$ cat src/shared/lific_pkg.sv
// Constants for the line interface control and idle code register bank
// Functional notes
// - Monitor gain code selects receive boost of 0, 20, 26 or 32 dB.
// - Receive sync clock enable turns the sync receive mode on or off.
// - Transmit sync clock enable turns the transmit sync clock on or off.
// - Alternating pattern enable sends 1010 on the line, timed by line clock.
// - Bit 7 of control four enables CMI line coding.
// - CMI inversion bit inverts CMI on transmit and receive tip lines.
// - Prescaler with jitter clock source states the master clock frequency.
// - Transmit termination field selects off, 75, 100 or 120 ohms.
// - Receive termination field selects off, 75, 100 or 120 ohms.
// - Gain target adjusts amplitude while automatic gain control is in use.
// - Two slew reduction bits form a binary weighted value.
// - Slew boost A top two bits carry equal weight, bit 4 the MSB.
// - Global receive update loads the code into every receive entry.
// - Global transmit update loads the code into every transmit entry.
// - Both globals clear updates one channel; both set updates all.
// - Six-bit pointer selects the channel; channel one is 01h.
// - Eight-bit code supplies the channel value; bit 0 is sent last.
// - Enabled transmit channels carry the idle array code instead of data.
// - E1/T1 select picks T1 at 0, E1 at 1, setting range and clocks.
package lific_pkg;
  localparam int ADDR_W = 8;
  localparam int DATA_W = 8;
  localparam int CHAN_N = 32;
  localparam int CHAN_W = 5;
  // Register offsets
  localparam logic [7:0] OFS_LIC2 = 8'h79;
  localparam logic [7:0] OFS_LIC3 = 8'h7A;
  localparam logic [7:0] OFS_LIC4 = 8'h7B;
  localparam logic [7:0] OFS_TLBC = 8'h7D;
  localparam logic [7:0] OFS_PTR = 8'h7E;
  localparam logic [7:0] OFS_CODE = 8'h7F;
  localparam logic [7:0] OFS_TXEN1 = 8'h80;
  localparam logic [7:0] OFS_TXEN4 = 8'h83;
  localparam logic [7:0] OFS_PSA1 = 8'hF1;
  localparam logic [7:0] OFS_PSA2 = 8'hF2;
  localparam logic [7:0] OFS_CFG = 8'h60;
  localparam logic [7:0] RST_VAL = 8'h00;
  // Writable bit masks
  localparam logic [7:0] MSK_LIC2 = 8'h88;
  localparam logic [7:0] MSK_LIC3 = 8'h1F;
  localparam logic [7:0] MSK_TLBC = 8'h40;
  localparam logic [7:0] MSK_PSA1 = 8'h3F;
  localparam logic [7:0] MSK_PSA2 = 8'h88;
  localparam logic [7:0] MSK_CFG = 8'h01;
  // Field positions
  localparam int B_E1_SEL = 7;
  localparam int B_JIT_SRC = 3;
  localparam int B_MG_HI = 4;
  localparam int B_MG_LO = 3;
  localparam int B_RSCLK = 2;
  localparam int B_TSCLK = 1;
  localparam int B_AOZ = 0;
  localparam int B_CMI_EN = 7;
  localparam int B_CMI_INV = 6;
  localparam int B_MPS_HI = 5;
  localparam int B_MPS_LO = 4;
  localparam int B_TT_HI = 3;
  localparam int B_TT_LO = 2;
  localparam int B_RT_HI = 1;
  localparam int B_RT_LO = 0;
  localparam int B_AGC_OFF = 6;
  localparam int B_TGT2 = 5;
  localparam int B_SLOW1 = 4;
  localparam int B_TGT1 = 3;
  localparam int B_SLOW0 = 2;
  localparam int B_TGT0 = 1;
  localparam int B_SRIB = 0;
  localparam int B_BOOST_A4 = 7;
  localparam int B_BOOST_A3 = 3;
  localparam int B_GLB_RX = 7;
  localparam int B_GLB_TX = 6;
  localparam int B_RXSEL = 0;
  // Decode values
  localparam logic [5:0] GAIN_DB_01 = 6'h14;
  localparam logic [5:0] GAIN_DB_10 = 6'h1A;
  localparam logic [5:0] GAIN_DB_11 = 6'h20;
  localparam logic [6:0] OHM_01 = 7'h4B;
  localparam logic [6:0] OHM_10 = 7'h64;
  localparam logic [6:0] OHM_11 = 7'h78;
  localparam logic [14:0] MCLK_T1_KHZ = 15'h0608;
  localparam logic [14:0] MCLK_E1_KHZ = 15'h0800;
  localparam logic [4:0] SRIA_TOP_WEIGHT = 5'h08;
  localparam logic [5:0] CHAN_MAX_T1 = 6'h18;
  localparam logic [5:0] CHAN_MAX_E1 = 6'h20;
  localparam logic signed [7:0] AMP_PCT [8] = '{8'sh00, -8'sh17, -8'sh0F, -8'sh08,
                                               8'sh06, 8'sh0A, 8'sh0F, 8'sh23};
endpackage : lific_pkg

$ cat src/hw/lific_sync3.sv
// Three-stage input synchroniser with agreement filter
module lific_sync3
(
  input wire logic mclk_i,
  input wire logic rst_b_i,
  input wire logic async_i,
  output logic level_o
);
  import lific_pkg::*;

  logic s1_reg;
  logic s2_reg;
  logic s3_reg;

  // Shift chain; the first stage feeds only the second
  always_ff @(posedge mclk_i or negedge rst_b_i)
  begin
    if (!rst_b_i)
    begin
      s1_reg <= 1'b0;
      s2_reg <= 1'b0;
      s3_reg <= 1'b0;
    end
    else
    begin
      s1_reg <= async_i;
      s2_reg <= s1_reg;
      s3_reg <= s2_reg;
    end
  end

  // Accept a new level once stages two and three agree
  always_ff @(posedge mclk_i or negedge rst_b_i)
  begin
    if (!rst_b_i)
      level_o <= 1'b0;
    else if (s2_reg == s3_reg)
      level_o <= s3_reg;
  end
endmodule : lific_sync3

$ cat src/hw/lific_regs.sv
// Line interface control and idle code register bank
//
// Chosen here: the strobed register port.
module lific_regs
(
  input wire logic mclk_i,
  input wire logic rst_b_i,
  input wire logic [lific_pkg::ADDR_W-1:0] addr_i,
  input wire logic [lific_pkg::DATA_W-1:0] wr_data_i,
  input wire logic wr_en_i,
  input wire logic rd_en_i,
  output logic [lific_pkg::DATA_W-1:0] rd_data_o,
  input wire logic tx_line_clock_i,
  input wire logic tx_chan_valid_i,
  input wire logic [lific_pkg::CHAN_W-1:0] tx_chan_i,
  input wire logic [7:0] tx_chan_data_i,
  output logic tx_chan_valid_o,
  output logic [7:0] tx_chan_data_o,
  output logic [5:0] monitor_gain_db_o,
  output logic rx_sync_mode_o,
  output logic tx_sync_clock_en_o,
  output logic alt_pattern_active_o,
  output logic alt_pattern_o,
  output logic cmi_enable_o,
  output logic cmi_invert_tx_o,
  output logic cmi_invert_rx_o,
  output logic [14:0] mclk_khz_o,
  output logic [6:0] tx_term_ohm_o,
  output logic [6:0] rx_term_ohm_o,
  output logic e1_mode_o,
  output logic [5:0] gain_adjust_code_o,
  output logic signed [7:0] amplitude_pct_o,
  output logic [1:0] slew_reduce_o,
  output logic [4:0] slew_boost_a_o,
  output logic slew_boost_b_o
);
  import lific_pkg::*;

  logic [7:0] lic2_reg;
  logic [7:0] lic3_reg;
  logic [7:0] lic4_reg;
  logic [7:0] tlbc_reg;
  logic [7:0] ptr_reg;
  logic [7:0] code_reg;
  logic [7:0] psa1_reg;
  logic [7:0] psa2_reg;
  logic [7:0] cfg_reg;
  logic [CHAN_N-1:0] txen_reg;
  logic [7:0] tx_mem [CHAN_N];
  logic [7:0] rx_mem [CHAN_N];
  logic [7:0] rd_next;
  logic [7:0] code_rd;
  logic [7:0] tx_ins_val;
  logic code_wr;
  logic ptr_ok;
  logic [CHAN_W-1:0] ptr_idx;
  logic line_clk_lvl;
  logic line_clk_prev_reg;
  logic line_rise;

  // Ohm value of a termination field
  function automatic logic [6:0] term_ohm(input logic [1:0] sel);
    case (sel)
      2'b01: term_ohm = OHM_01;
      2'b10: term_ohm = OHM_10;
      2'b11: term_ohm = OHM_11;
      default: term_ohm = 7'h00;
    endcase
  endfunction : term_ohm

  // Pointer lies in the channel range of the current line mode
  function automatic logic chan_ok(input logic [5:0] ptr, input logic e1);
    chan_ok = (ptr != 6'h00) && (ptr <= (e1 ? CHAN_MAX_E1 : CHAN_MAX_T1));
  endfunction : chan_ok

  // Pointer decode; channel one sits at entry zero
  assign ptr_idx = CHAN_W'(ptr_reg[5:0] - 6'h01);
  assign ptr_ok = chan_ok(ptr_reg[5:0], lic2_reg[B_E1_SEL]);
  assign code_wr = wr_en_i && (addr_i == OFS_CODE);

  // Line control registers; only defined bits are stored
  always_ff @(posedge mclk_i or negedge rst_b_i)
  begin
    if (!rst_b_i)
    begin
      lic2_reg <= RST_VAL;
      lic3_reg <= RST_VAL;
      lic4_reg <= RST_VAL;
      tlbc_reg <= RST_VAL;
      cfg_reg <= RST_VAL;
    end
    else if (wr_en_i)
    begin
      if (addr_i == OFS_LIC2)
        lic2_reg <= wr_data_i & MSK_LIC2;
      if (addr_i == OFS_LIC3)
        lic3_reg <= wr_data_i & MSK_LIC3;
      if (addr_i == OFS_LIC4)
        lic4_reg <= wr_data_i;
      if (addr_i == OFS_TLBC)
        tlbc_reg <= wr_data_i & MSK_TLBC;
      if (addr_i == OFS_CFG)
        cfg_reg <= wr_data_i & MSK_CFG;
    end
  end

  // Pulse shape registers; unused bits are dropped
  always_ff @(posedge mclk_i or negedge rst_b_i)
  begin
    if (!rst_b_i)
    begin
      psa1_reg <= RST_VAL;
      psa2_reg <= RST_VAL;
    end
    else if (wr_en_i)
    begin
      if (addr_i == OFS_PSA1)
        psa1_reg <= wr_data_i & MSK_PSA1;
      if (addr_i == OFS_PSA2)
        psa2_reg <= wr_data_i & MSK_PSA2;
    end
  end

  // Idle array pointer and code register
  always_ff @(posedge mclk_i or negedge rst_b_i)
  begin
    if (!rst_b_i)
    begin
      ptr_reg <= RST_VAL;
      code_reg <= RST_VAL;
    end
    else
    begin
      if (wr_en_i && (addr_i == OFS_PTR))
        ptr_reg <= wr_data_i;
      if (code_wr)
        code_reg <= wr_data_i;
    end
  end

  // Transmit idle enables, one byte per eight channels
  genvar g;
  generate
    for (g = 0; g < CHAN_N / 8; g++)
    begin : g_txen
      always_ff @(posedge mclk_i or negedge rst_b_i)
      begin
        if (!rst_b_i)
          txen_reg[g*8 +: 8] <= RST_VAL;
        else if (wr_en_i && (addr_i == 8'(OFS_TXEN1 + g)))
          txen_reg[g*8 +: 8] <= wr_data_i;
      end
    end
  endgenerate

  // Transmit idle entries, loaded on a code write
  always_ff @(posedge mclk_i or negedge rst_b_i)
  begin
    if (!rst_b_i)
    begin
      for (int i = 0; i < CHAN_N; i++)
        tx_mem[i] <= RST_VAL;
    end
    else if (code_wr)
    begin
      if (ptr_reg[B_GLB_TX])
      begin
        for (int i = 0; i < CHAN_N; i++)
          tx_mem[i] <= wr_data_i;
      end
      else if (!ptr_reg[B_GLB_RX] && !cfg_reg[B_RXSEL] && ptr_ok)
        tx_mem[ptr_idx] <= wr_data_i;
    end
  end

  // Receive idle entries, loaded on a code write
  always_ff @(posedge mclk_i or negedge rst_b_i)
  begin
    if (!rst_b_i)
    begin
      for (int i = 0; i < CHAN_N; i++)
        rx_mem[i] <= RST_VAL;
    end
    else if (code_wr)
    begin
      if (ptr_reg[B_GLB_RX])
      begin
        for (int i = 0; i < CHAN_N; i++)
          rx_mem[i] <= wr_data_i;
      end
      else if (!ptr_reg[B_GLB_TX] && cfg_reg[B_RXSEL] && ptr_ok)
        rx_mem[ptr_idx] <= wr_data_i;
    end
  end

  // Code read goes through the pointer only with both globals clear
  always_comb
  begin
    if (ptr_reg[B_GLB_RX] || ptr_reg[B_GLB_TX])
      code_rd = code_reg;
    else if (!ptr_ok)
      code_rd = 8'h00;
    else if (cfg_reg[B_RXSEL])
      code_rd = rx_mem[ptr_idx];
    else
      code_rd = tx_mem[ptr_idx];
  end

  // Read multiplexer; unmapped addresses read zero
  always_comb
  begin
    case (addr_i)
      OFS_LIC2: rd_next = lic2_reg;
      OFS_LIC3: rd_next = lic3_reg;
      OFS_LIC4: rd_next = lic4_reg;
      OFS_TLBC: rd_next = tlbc_reg;
      OFS_PTR: rd_next = ptr_reg;
      OFS_CODE: rd_next = code_rd;
      OFS_TXEN1: rd_next = txen_reg[7:0];
      8'(OFS_TXEN1 + 8'h01): rd_next = txen_reg[15:8];
      8'(OFS_TXEN1 + 8'h02): rd_next = txen_reg[23:16];
      8'(OFS_TXEN1 + 8'h03): rd_next = txen_reg[31:24];
      OFS_PSA1: rd_next = psa1_reg;
      OFS_PSA2: rd_next = psa2_reg;
      OFS_CFG: rd_next = cfg_reg;
      default: rd_next = 8'h00;
    endcase
  end

  // Read data stand one cycle after the strobe, zero otherwise
  always_ff @(posedge mclk_i or negedge rst_b_i)
  begin
    if (!rst_b_i)
      rd_data_o <= 8'h00;
    else
      rd_data_o <= rd_en_i ? rd_next : 8'h00;
  end

  // Decoded line interface controls
  always_ff @(posedge mclk_i or negedge rst_b_i)
  begin
    if (!rst_b_i)
    begin
      monitor_gain_db_o <= 6'h00;
      rx_sync_mode_o <= 1'b0;
      tx_sync_clock_en_o <= 1'b0;
      alt_pattern_active_o <= 1'b0;
      cmi_enable_o <= 1'b0;
      cmi_invert_tx_o <= 1'b0;
      cmi_invert_rx_o <= 1'b0;
      mclk_khz_o <= 15'h0000;
      tx_term_ohm_o <= 7'h00;
      rx_term_ohm_o <= 7'h00;
      e1_mode_o <= 1'b0;
    end
    else
    begin
      case (lic3_reg[B_MG_HI:B_MG_LO])
        2'b01: monitor_gain_db_o <= GAIN_DB_01;
        2'b10: monitor_gain_db_o <= GAIN_DB_10;
        2'b11: monitor_gain_db_o <= GAIN_DB_11;
        default: monitor_gain_db_o <= 6'h00;
      endcase
      rx_sync_mode_o <= lic3_reg[B_RSCLK];
      tx_sync_clock_en_o <= lic3_reg[B_TSCLK];
      alt_pattern_active_o <= lic3_reg[B_AOZ];
      cmi_enable_o <= lic4_reg[B_CMI_EN];
      cmi_invert_tx_o <= lic4_reg[B_CMI_INV];
      cmi_invert_rx_o <= lic4_reg[B_CMI_INV];
      // Base rate is T1 only for T1 mode with master clock source
      mclk_khz_o <= (lic2_reg[B_E1_SEL] || lic2_reg[B_JIT_SRC]) ?
                    15'(MCLK_E1_KHZ << lic4_reg[B_MPS_HI:B_MPS_LO]) :
                    15'(MCLK_T1_KHZ << lic4_reg[B_MPS_HI:B_MPS_LO]);
      tx_term_ohm_o <= term_ohm(lic4_reg[B_TT_HI:B_TT_LO]);
      rx_term_ohm_o <= term_ohm(lic4_reg[B_RT_HI:B_RT_LO]);
      e1_mode_o <= lic2_reg[B_E1_SEL];
    end
  end

  // Decoded pulse shape controls
  always_ff @(posedge mclk_i or negedge rst_b_i)
  begin
    if (!rst_b_i)
    begin
      gain_adjust_code_o <= 6'h00;
      amplitude_pct_o <= 8'sh00;
      slew_reduce_o <= 2'b00;
      slew_boost_a_o <= 5'h00;
      slew_boost_b_o <= 1'b0;
    end
    else
    begin
      if (!tlbc_reg[B_AGC_OFF])
      begin
        gain_adjust_code_o <= {psa1_reg[B_TGT2], 1'b0, psa1_reg[B_TGT1], 1'b0,
                               psa1_reg[B_TGT0], 1'b0};
        amplitude_pct_o <= AMP_PCT[{psa1_reg[B_TGT2], psa1_reg[B_TGT1], psa1_reg[B_TGT0]}];
      end
      else
      begin
        gain_adjust_code_o <= 6'h00;
        amplitude_pct_o <= 8'sh00;
      end
      slew_reduce_o <= {psa1_reg[B_SLOW1], psa1_reg[B_SLOW0]};
      slew_boost_a_o <= 5'((psa2_reg[B_BOOST_A4] ? SRIA_TOP_WEIGHT : 5'h00) +
                           (psa2_reg[B_BOOST_A3] ? SRIA_TOP_WEIGHT : 5'h00));
      slew_boost_b_o <= psa1_reg[B_SRIB];
    end
  end

  // Transmit line clock brought into the register clock domain
  lific_sync3 u_line_clk_sync
  (
    .mclk_i(mclk_i),
    .rst_b_i(rst_b_i),
    .async_i(tx_line_clock_i),
    .level_o(line_clk_lvl)
  );

  // Rising edge of the filtered line clock
  always_ff @(posedge mclk_i or negedge rst_b_i)
  begin
    if (!rst_b_i)
      line_clk_prev_reg <= 1'b0;
    else
      line_clk_prev_reg <= line_clk_lvl;
  end
  assign line_rise = line_clk_lvl && !line_clk_prev_reg;

  // Alternating ones and zeros, one bit per line clock
  always_ff @(posedge mclk_i or negedge rst_b_i)
  begin
    if (!rst_b_i)
      alt_pattern_o <= 1'b0;
    else if (!lic3_reg[B_AOZ])
      alt_pattern_o <= 1'b0;
    else if (line_rise)
      alt_pattern_o <= !alt_pattern_o;
  end

  // Idle code insertion on the transmit channel stream
  assign tx_ins_val = tx_mem[tx_chan_i];
  always_ff @(posedge mclk_i or negedge rst_b_i)
  begin
    if (!rst_b_i)
    begin
      tx_chan_valid_o <= 1'b0;
      tx_chan_data_o <= 8'h00;
    end
    else
    begin
      tx_chan_valid_o <= tx_chan_valid_i;
      tx_chan_data_o <= txen_reg[tx_chan_i] ? tx_ins_val : tx_chan_data_i;
    end
  end

  // Checks on decode and idle array behaviour
  AST_GAIN_26: assert property (@(posedge mclk_i) disable iff (!rst_b_i)
    wr_en_i && addr_i == OFS_LIC3 && wr_data_i[B_MG_HI:B_MG_LO] == 2'b10
    |-> ##2 monitor_gain_db_o == 6'h1A) else $error("gain boost not 26 dB");
  AST_RX_SYNC: assert property (@(posedge mclk_i) disable iff (!rst_b_i)
    wr_en_i && addr_i == OFS_LIC3 |-> ##2 rx_sync_mode_o == $past(wr_data_i[B_RSCLK], 2))
    else $error("rx sync mode does not follow write");
  AST_TX_SYNC: assert property (@(posedge mclk_i) disable iff (!rst_b_i)
    wr_en_i && addr_i == OFS_LIC3 && !wr_data_i[B_TSCLK] |-> ##2 !tx_sync_clock_en_o)
    else $error("tx sync clock not disabled");
  AST_ALT_EDGE: assert property (@(posedge mclk_i) disable iff (!rst_b_i)
    $changed(alt_pattern_o) && alt_pattern_o |-> $past(line_rise))
    else $error("pattern moved without line clock edge");
  AST_CMI_EN: assert property (@(posedge mclk_i) disable iff (!rst_b_i)
    wr_en_i && addr_i == OFS_LIC4 |-> ##2 cmi_enable_o == $past(wr_data_i[B_CMI_EN], 2))
    else $error("cmi enable does not follow bit 7");
  AST_TX_TERM: assert property (@(posedge mclk_i) disable iff (!rst_b_i)
    wr_en_i && addr_i == OFS_LIC4 && wr_data_i[B_TT_HI:B_TT_LO] == 2'b01
    |-> ##2 tx_term_ohm_o == 7'h4B) else $error("tx termination not 75 ohm");
  AST_RX_TERM: assert property (@(posedge mclk_i) disable iff (!rst_b_i)
    wr_en_i && addr_i == OFS_LIC4 && wr_data_i[B_RT_HI:B_RT_LO] == 2'b11
    |-> ##2 rx_term_ohm_o == 7'h78) else $error("rx termination not 120 ohm");
  AST_AGC_GATE: assert property (@(posedge mclk_i) disable iff (!rst_b_i)
    tlbc_reg[B_AGC_OFF] |-> ##1 amplitude_pct_o == 8'sh00 && gain_adjust_code_o == 6'h00)
    else $error("amplitude adjusted without gain control");
  AST_GLOBAL_RX: assert property (@(posedge mclk_i) disable iff (!rst_b_i)
    code_wr && ptr_reg[B_GLB_RX] |=> rx_mem[5] == $past(wr_data_i) && rx_mem[31] == code_reg)
    else $error("global receive update missed an entry");
  AST_GLOBAL_TX: assert property (@(posedge mclk_i) disable iff (!rst_b_i)
    code_wr && ptr_reg[B_GLB_TX] |=> tx_mem[3] == $past(wr_data_i) && tx_mem[30] == code_reg)
    else $error("global transmit update missed an entry");
  AST_SINGLE: assert property (@(posedge mclk_i) disable iff (!rst_b_i)
    code_wr && ptr_reg == 8'h01 && !cfg_reg[B_RXSEL]
    |=> tx_mem[0] == $past(wr_data_i) && $stable(tx_mem[1]) && $stable(rx_mem[0]))
    else $error("single update wrong");
  AST_T1_RANGE: assert property (@(posedge mclk_i) disable iff (!rst_b_i)
    code_wr && ptr_reg == 8'h19 && !lic2_reg[B_E1_SEL] && !cfg_reg[B_RXSEL]
    |=> $stable(tx_mem[24])) else $error("T1 write beyond channel 24");
  AST_INSERT: assert property (@(posedge mclk_i) disable iff (!rst_b_i)
    tx_chan_valid_i |=> tx_chan_data_o == ($past(txen_reg[tx_chan_i]) ?
    $past(tx_ins_val) : $past(tx_chan_data_i))) else $error("idle insertion wrong");
  AST_RD_SLOT: assert property (@(posedge mclk_i) disable iff (!rst_b_i)
    !rd_en_i |=> rd_data_o == 8'h00) else $error("read data outside slot");
endmodule : lific_regs

$ cat config.mk
export PLATFORM = sky130hd
export DESIGN_NAME = lific_regs
export DESIGN_NICKNAME = d
export VERILOG_FILES = /design/src/shared/lific_pkg.sv /design/src/hw/lific_sync3.sv /design/src/hw/lific_regs.sv
export SDC_FILE = /design/constraint.sdc
export NUM_CORES = 1
export LEC_CHECK = 0
export BUFFER_PORTS_ARGS = -buffer_cell sky130_fd_sc_hd__buf_2
export CELL_PAD_IN_SITES_DETAIL_PLACEMENT = 1
export CELL_PAD_IN_SITES_GLOBAL_PLACEMENT = 1
export CORE_ASPECT_RATIO = 0.75
export CORE_MARGIN = 2
export CORE_UTILIZATION = 40
export CTS_CLUSTER_SIZE = 14
export DETAILED_ROUTE_END_ITERATION = 8
export PLACE_DENSITY = 0.76
export SYNTH_ARGS = -nofsm -noshare
export SYNTH_HDL_FRONTEND = slang
export SYNTH_SLANG_ARGS = --single-unit
$ cat constraint.sdc
create_clock -name mclk_i -period 3.47 [get_ports mclk_i]
set_input_delay 0.694 -clock mclk_i [delete_from_list [all_inputs] [get_ports mclk_i]]
set_output_delay 0.694 -clock mclk_i [all_outputs]
set_load 0.005 [all_outputs]
* Word-level counts from Yosys, hierarchy flattened
Memory sizes are Yosys's and may differ from the RTL's.
Cells that the tools add are included.
** Word-level totals
- Register bits after elaboration :: 671
- ROM bits :: 64
- Input port bits :: 35
- Output and inout bits :: 82
- Logic and storage cells :: 209
- Memories :: 1
** Cells by class
- $add $sub $neg :: 2
- Magnitude comparators :: 6
- Eq/ne operators :: 24
- Shift-type cells :: 2
- Mux-type cells :: 38
- Bitwise logic cells :: 3
- Reduce and logical (&&, ||, !) cells :: 32
** Memory list
- (name not given) :: depth 8, width 8, rd ports 1, clocked after Yosys merged registers in 0, wr ports 0, RTL line lific_regs.sv:297 : amplitude_pct_o <= AMP_PCT[{psa1_reg[B_TGT2], psa1_reg[B_TGT1], psa1_reg[B_TGT0]}];
** Operators with widths (count)
- 2-to-1 mux 256 bit :: 4
- bitwise mux 256 bit :: 2
- binary-select mux 8 bit (select 5 bit) :: 3
- 2-to-1 mux 8 bit :: 15
- one-hot mux 8 bit (13 select lines) :: 1
- equality test 8 x 7 -> 1 bit, second input constant :: 7
- equality test 8 bit, second input constant :: 6
- one-hot mux 7 bit (3 select lines) :: 2
- demux 8 bit (select 5 bit) :: 1
- one-hot mux 6 bit (3 select lines) :: 1
- AND reduction 2 bit :: 9
- 2-to-1 mux 15 bit :: 1
- << shifter 11 x 2 -> 15 bit, first input constant :: 1
- << shifter 12 x 2 -> 15 bit, first input constant :: 1
- logical AND 1 bit :: 13
- equality test 2 bit, second input constant :: 6
- greater-or-equal comparator 6 bit, second input constant :: 2
- 2-to-1 mux 6 bit :: 2
- inverter 5 -> 6 bit :: 2
- 2-to-1 mux 4 bit :: 2
- equality test 2 x 1 -> 1 bit, second input constant :: 3
- less-or-equal comparator 6 bit :: 1
- less-than comparator 5 x 6 -> 1 bit, second input constant :: 1
- less-than comparator 6 x 1 -> 1 bit, second input constant :: 1
- other kinds (12) :: 20

* Logic depth before layout (Yosys ltp)
- Word-level depth :: 10
- Mapped depth :: 15
- Mapped depth without buffers :: 9

* By module
A second synthesis with hierarchy kept.
** Unflattened totals
- Cells, all modules :: 2301
- Area total of the unflattened synthesis :: 32697.6 um^2
** Modules (own cells, without submodules)
- lific_regs :: times used 1, cells an instance 2296, area an instance 32586.3 um^2, seq. area each 16240.6 um^2
- lific_sync3 :: times used 1, cells an instance 5, area an instance 111.4 um^2, seq. area each 100.1 um^2

* Worst setup path before layout
OpenSTA, ideal clock, no wires.
- Path kind :: flip-flop to flip-flop
- From :: register ptr_reg[0]
- To :: register rx_mem[168] (netlist bit)
- Data arrival time :: 3.234 ns
- Required time :: 3.345 ns
- Slack :: 0.111 ns
- Cell stages (with the launch flop) :: 12
- Path buffers :: 5
- Period minus slack after synthesis :: 3.359 ns
- Path through :: dfrtp_1 buf_4 buf_6 buf_4 clkinv_1 ha_1 clkbuf_1 xnor2_1 clkbuf_1 nand3_1 a21oi_4 mux2_2
** On the way
- Cells in the longest elaborated chain, start to end :: 9
** RTL lines
- start, declared :: RTL line lific_regs.sv:43 : logic [7:0] ptr_reg;
- start signal, assigned :: RTL line lific_regs.sv:135 : ptr_reg <= wr_data_i;
- subtractor 5 x 1 -> 5 bit :: RTL line lific_regs.sv:77 : assign ptr_idx = CHAN_W'(ptr_reg[5:0] - 6'h01);
- inverter 5 -> 6 bit (implied by the code) :: RTL line lific_regs.sv:192 : rx_mem[ptr_idx] <= wr_data_i;
- greater-or-equal comparator 6 bit (implied by the code) / less-than comparator 6 x 1 -> 1 bit (equally long branches) :: RTL line lific_regs.sv:192
- logical AND 1 bit (implied by the code) :: RTL line lific_regs.sv:192
- 2-to-1 mux 8 bit (implied by the code) :: RTL line lific_regs.sv:192
- demux 8 bit (select 5 bit) :: RTL line lific_regs.sv:192
- bitwise mux 256 bit :: RTL line lific_regs.sv:192
- 2-to-1 mux 256 bit :: RTL line lific_regs.sv:191 : else if (!ptr_reg[B_GLB_TX] && cfg_reg[B_RXSEL] && ptr_ok)
- 2-to-1 mux 256 bit :: RTL line lific_regs.sv:186 : if (ptr_reg[B_GLB_RX])
- end signal, assigned by index :: RTL line lific_regs.sv:189 : rx_mem[i] <= wr_data_i;
- end signal, assigned by index :: RTL line lific_regs.sv:192
- end, declared :: RTL line lific_regs.sv:50 : logic [7:0] rx_mem [CHAN_N];
Parallel ways exist; a longest one is shown, timed or not. The select of a mux whose other input is x is not followed.
A chain may end at the register's enable or synchronous reset.

* Worst setup path after layout
- From :: register ptr_reg[0]
- To :: register rd_data_o[5] (netlist bit)
** On the way
- Cells in the longest elaborated chain, start to end :: 10
** RTL lines
- subtractor 5 x 1 -> 5 bit :: RTL line lific_regs.sv:77
- inverter 5 -> 6 bit (implied by the code) :: RTL line lific_regs.sv:204, lific_regs.sv:206
- binary-select mux 8 bit (select 5 bit) (on tied branches) :: RTL line lific_regs.sv:206, lific_regs.sv:204
- 2-to-1 mux 8 bit (on tied branches) (2 in a row) :: RTL line lific_regs.sv:206, lific_regs.sv:204
- 2-to-1 mux 8 bit :: RTL line lific_regs.sv:203 : else if (cfg_reg[B_RXSEL])
- 2-to-1 mux 8 bit (*) :: RTL line lific_regs.sv:201 : else if (!ptr_ok)
- 2-to-1 mux 8 bit (*) :: RTL line lific_regs.sv:199 : if (ptr_reg[B_GLB_RX] || ptr_reg[B_GLB_TX])
- one-hot mux 8 bit (13 select lines) (*) :: RTL line lific_regs.sv:212 : case (addr_i)
- 2-to-1 mux 8 bit (*) :: RTL line lific_regs.sv:236 : rd_data_o <= rd_en_i ? rd_next : 8'h00;
- end signal, assigned :: RTL line lific_regs.sv:236
- end, declared :: RTL line lific_regs.sv:12 : output logic [lific_pkg::DATA_W-1:0] rd_data_o,
Every way passes the cells marked *; elsewhere a longest branch is shown, timed or not. The select of a mux whose other input is x is not followed.

==> impl_metrics.csv <==
group,metric,value,unit
logic_synthesis,synthCells,2313,
global_routing,grt_usage,24.2,%
route,ant_nets,0,
clock_tree,numCtsBuffers,71,
clock_tree,cts.path.max_buffers,3,
run_status,status,"complete, no violations",
sta,period_share,98.8,%
run,max_cap_viol_count,0,
route,met3_length,8530,um
logic_synthesis,syn_area,32700,um^2
sta,worst_pin_slew,1.25,ns
route,drtPass1Iterations,6,
route,drc,0,
placement,routabilityCongestion,0.899,
global_routing,grt_max_degree,87,
logic_synthesis,synth_area_leaders,"dfrtp_1 50%, mux2_2 19%, mux4_2 13%",
worst_setup_path,max_stage_delay,0.77,ns
power,p_per_area,457,nW/um^2
placement,io_buffers,104,
layout,fin_cells,3522,
placement,dp_cells,3397,
logic_synthesis,netlist.area_leader.share,49.9,%
logic_synthesis,synth_seq_cells,653,
logic_synthesis,yosys.area.top_type,"dfrtp_1",
clock_tree,postCtsSetupBuffers,0,
logic_synthesis,yosysMostFrequentCell,"dfrtp_1",
floorplan,coreArea,80700,um^2
route,initialDrtViolationCount,2340,
worst_setup_path,worstPathMaxFanout,9,
logic_synthesis,async_flop_share,100,%
floorplan,die_w,334,um
sta,setup_ws,0.0414,ns
route,avgViaCountPerCell,6.17,
sta,finalSetupTns,0,ns
sta,final-max-slew-violation-count,0,
logic_synthesis,ys_seq_area_share,49.9,%
sta,max_clock_freq,292,MHz
route,top_layer,"met5",
clock_tree,htree_levels,3,
worst_setup_path,critPathCaptureType,"register",
layout,fin_util,46.1,%
sta,rsz0062_at_grt,"false",
logic_synthesis,yosys_warnings,0,
layout,fillCellCount,7994,
worst_setup_path,cp.required,3.98,ns
sta,finalSetupViolCount,0,
clock_tree,cts_sinks,653,
route,wl,101000,um
logic_synthesis,synth_edf_count,0,
floorplan,die-area,84100,um^2
route,met1_length,44300,um
sta,fin_crit,3.43,ns
sta,finalClockSkew,0.0356,ns
power,p_leak,0.0169,uW
sta,hold_violations,0,
placement,dpl.hpwl,68900,um
worst_setup_path,r2r_setup_slack,0.04,ns
global_routing,grt_pass1_wl,154000,um
layout,drive_gt1_share,47.7,%
floorplan,die_h,252,um
clock_tree,cts_tree,"done",
clock_tree,hold_buffers,0,
worst_setup_path,path_cells,"clkinv_1, ha_1, buf_12, and2_1, a21oi_1, o32a_1, buf_4, o22ai_1, nor4_2, a31oi_1, a211oi_1",
route,wl_per_cell,28.7,um
floorplan,pin_count,117,
power,fin_total_pwr,17000,uW
worst_setup_path,critical_path_class,"register to register",
clock_tree,cts.reportedPaths.clkPinSlew,0.07,ns
worst_setup_path,arrival,3.94,ns
logic_synthesis,synthFlopType,"dfrtp_1",
layout,syn_to_final_growth,13.8,%
floorplan,initial_core_util,40.5,%
logic_synthesis,postSynthAreaPerCell,14.1,um^2
worst_setup_path,cp_slowest_cell,"nor4_2",
worst_setup_path,startpoint_type,"register",
logic_synthesis,yosys-top-cells-count,"653 x dfrtp_1, 561 x mux2_2, 193 x mux4_2",
route,vias,21718,
floorplan,rows,90,
route,wl_met2,46200,um
placement,preCtsSetupSlack,-0.189,ns
power,vdd_drop_max,0.283,mV
global_routing,grt_pass1_vias,23019,
layout,finalNetCount,2464,
worst_hold_path,hold_path.class,"primary input to asynchronous set/reset pin",
sta,slew_headroom,16.9,%
logic_synthesis,ys_types,75,
clock_tree,clock_latency,0.63,ns
global_routing,overflow,0,
global_routing,antenna_found_initial,4,
clock_tree,cts_root_buf,"clkbuf_16",
power by group:
group          total [uW]  leakage, uW  switching, uW  internal [uW]
clock network        7590      0.00112           3230           4360
logic                1650      0.00679           1110            544
registers            7780      0.00900           71.3           7710
stage by stage:
step,hold slack (ns),area [um^2]
after floorplan,0.331,32800
after global placement,0.344,34900
after detailed placement,0.344,34900
after CTS,0.0439,37200
after global routing,0.0508,37200
final,0.0139,37200
routing by layer:
| layer | GRT usage [%] | vias up |
|---|---|---|
| li1 | - | 8807 |
| met1 | 35.2 | 11777 |
| met2 | 37.2 | 980 |
| met3 | 5.06 | 150 |
| met4 | 5.53 | 4 |
| met5 | 0 | - |
placed cells by master (no fill, tap or decap), types with 6 or more instances in the layout:
| cell | instances |
|---|---|
| inv_1 | 17 |
| buf_2 | 102 |
| nor2_4 | 44 |
| dfrtp_1 | 652 |
| mux2_2 | 561 |
| and2_1 | 12 |
| o21ai_0 | 26 |
| nand2_1 | 124 |
| or2_2 | 7 |
| mux2_1 | 15 |
| mux2_4 | 8 |
| a32oi_1 | 12 |
| nand4_1 | 6 |
| o22ai_1 | 23 |
| nand3_1 | 59 |
| clkbuf_16 | 73 |
| buf_4 | 89 |
| mux2i_1 | 53 |
| nor2b_1 | 11 |
| clkinv_2 | 10 |
| nor3_1 | 9 |
| nor2_1 | 55 |
| a31oi_1 | 17 |
| mux4_2 | 193 |
| a221oi_1 | 9 |
| clkbuf_8 | 12 |
| conb_1 | 12 |
| a22oi_1 | 16 |
| ha_1 | 16 |
| buf_12 | 24 |
| a21oi_4 | 16 |
| a21oi_1 | 58 |
| clkbuf_1 | 18 |
kinds of logic (layout without fill, tap and decap cells):
| group | Yosys count | count (layout) | synth area share (%) |
|---|---|---|---|
| AO/OA/AOI/OAI | 225 | 225 | 5.03 |
| XOR/XNOR | 6 | 6 | 0.161 |
| adder cells (fa/ha/maj) | 18 | 18 | 0.681 |
| buffers and inverters | 219 | 358 | 3.00 |
| flip-flops | 653 | 653 | 49.9 |
| multiplexers | 830 | 830 | 35.1 |
| other | 1 | 13 | 0.0115 |
| AND/OR/NAND/NOR | 361 | 361 | 6.07 |
area by class of cell:
cell class                 instances  area (um^2)  share of cell area, %
sequential                       653        16300                   43.9
multi-input combinational       1452        15500                   41.7
clock buffer                     103         2060                   5.53
timing repair buffer             216         1670                   4.50
tap                             1058         1320                   3.56
clock inverter                    21          221                  0.595
inverter                          18         67.6                  0.182
antenna                            1         2.50                0.00672
path summary, 6_finish.rpt:
kind	from	endpoint	cells after the start
max	ptr_reg[0]	rd_data_o[5]	11
min	rst_b_i	tx_chan_valid_o	1
max reg2reg	ptr_reg[0]	rd_data_o[5]	11
min reg2reg	u_line_clk_sync.s1_reg	u_line_clk_sync.s2_reg	0
max in group asynchronous	rst_b_i	rx_mem[89]	2
min in group mclk_i	tx_line_clock_i	u_line_clk_sync.s1_reg	1
critical path: cells and delay by family, from the launching register on:
family,cells,cell delay (ns)
AOI/OAI and AO/OA,5,1.09
adders and majority gates,1,0.34
buffers and inverters,3,0.48
DFF,1,0.45
and+or+nand+nor,2,0.92
timing repair:
action	CTS	global route
pin swaps	0	0
hold endpoints to repair	0	0
resized for setup	3	4
endpoints found under the setup margin	3	4
Power figures use the tool's default switching activity.
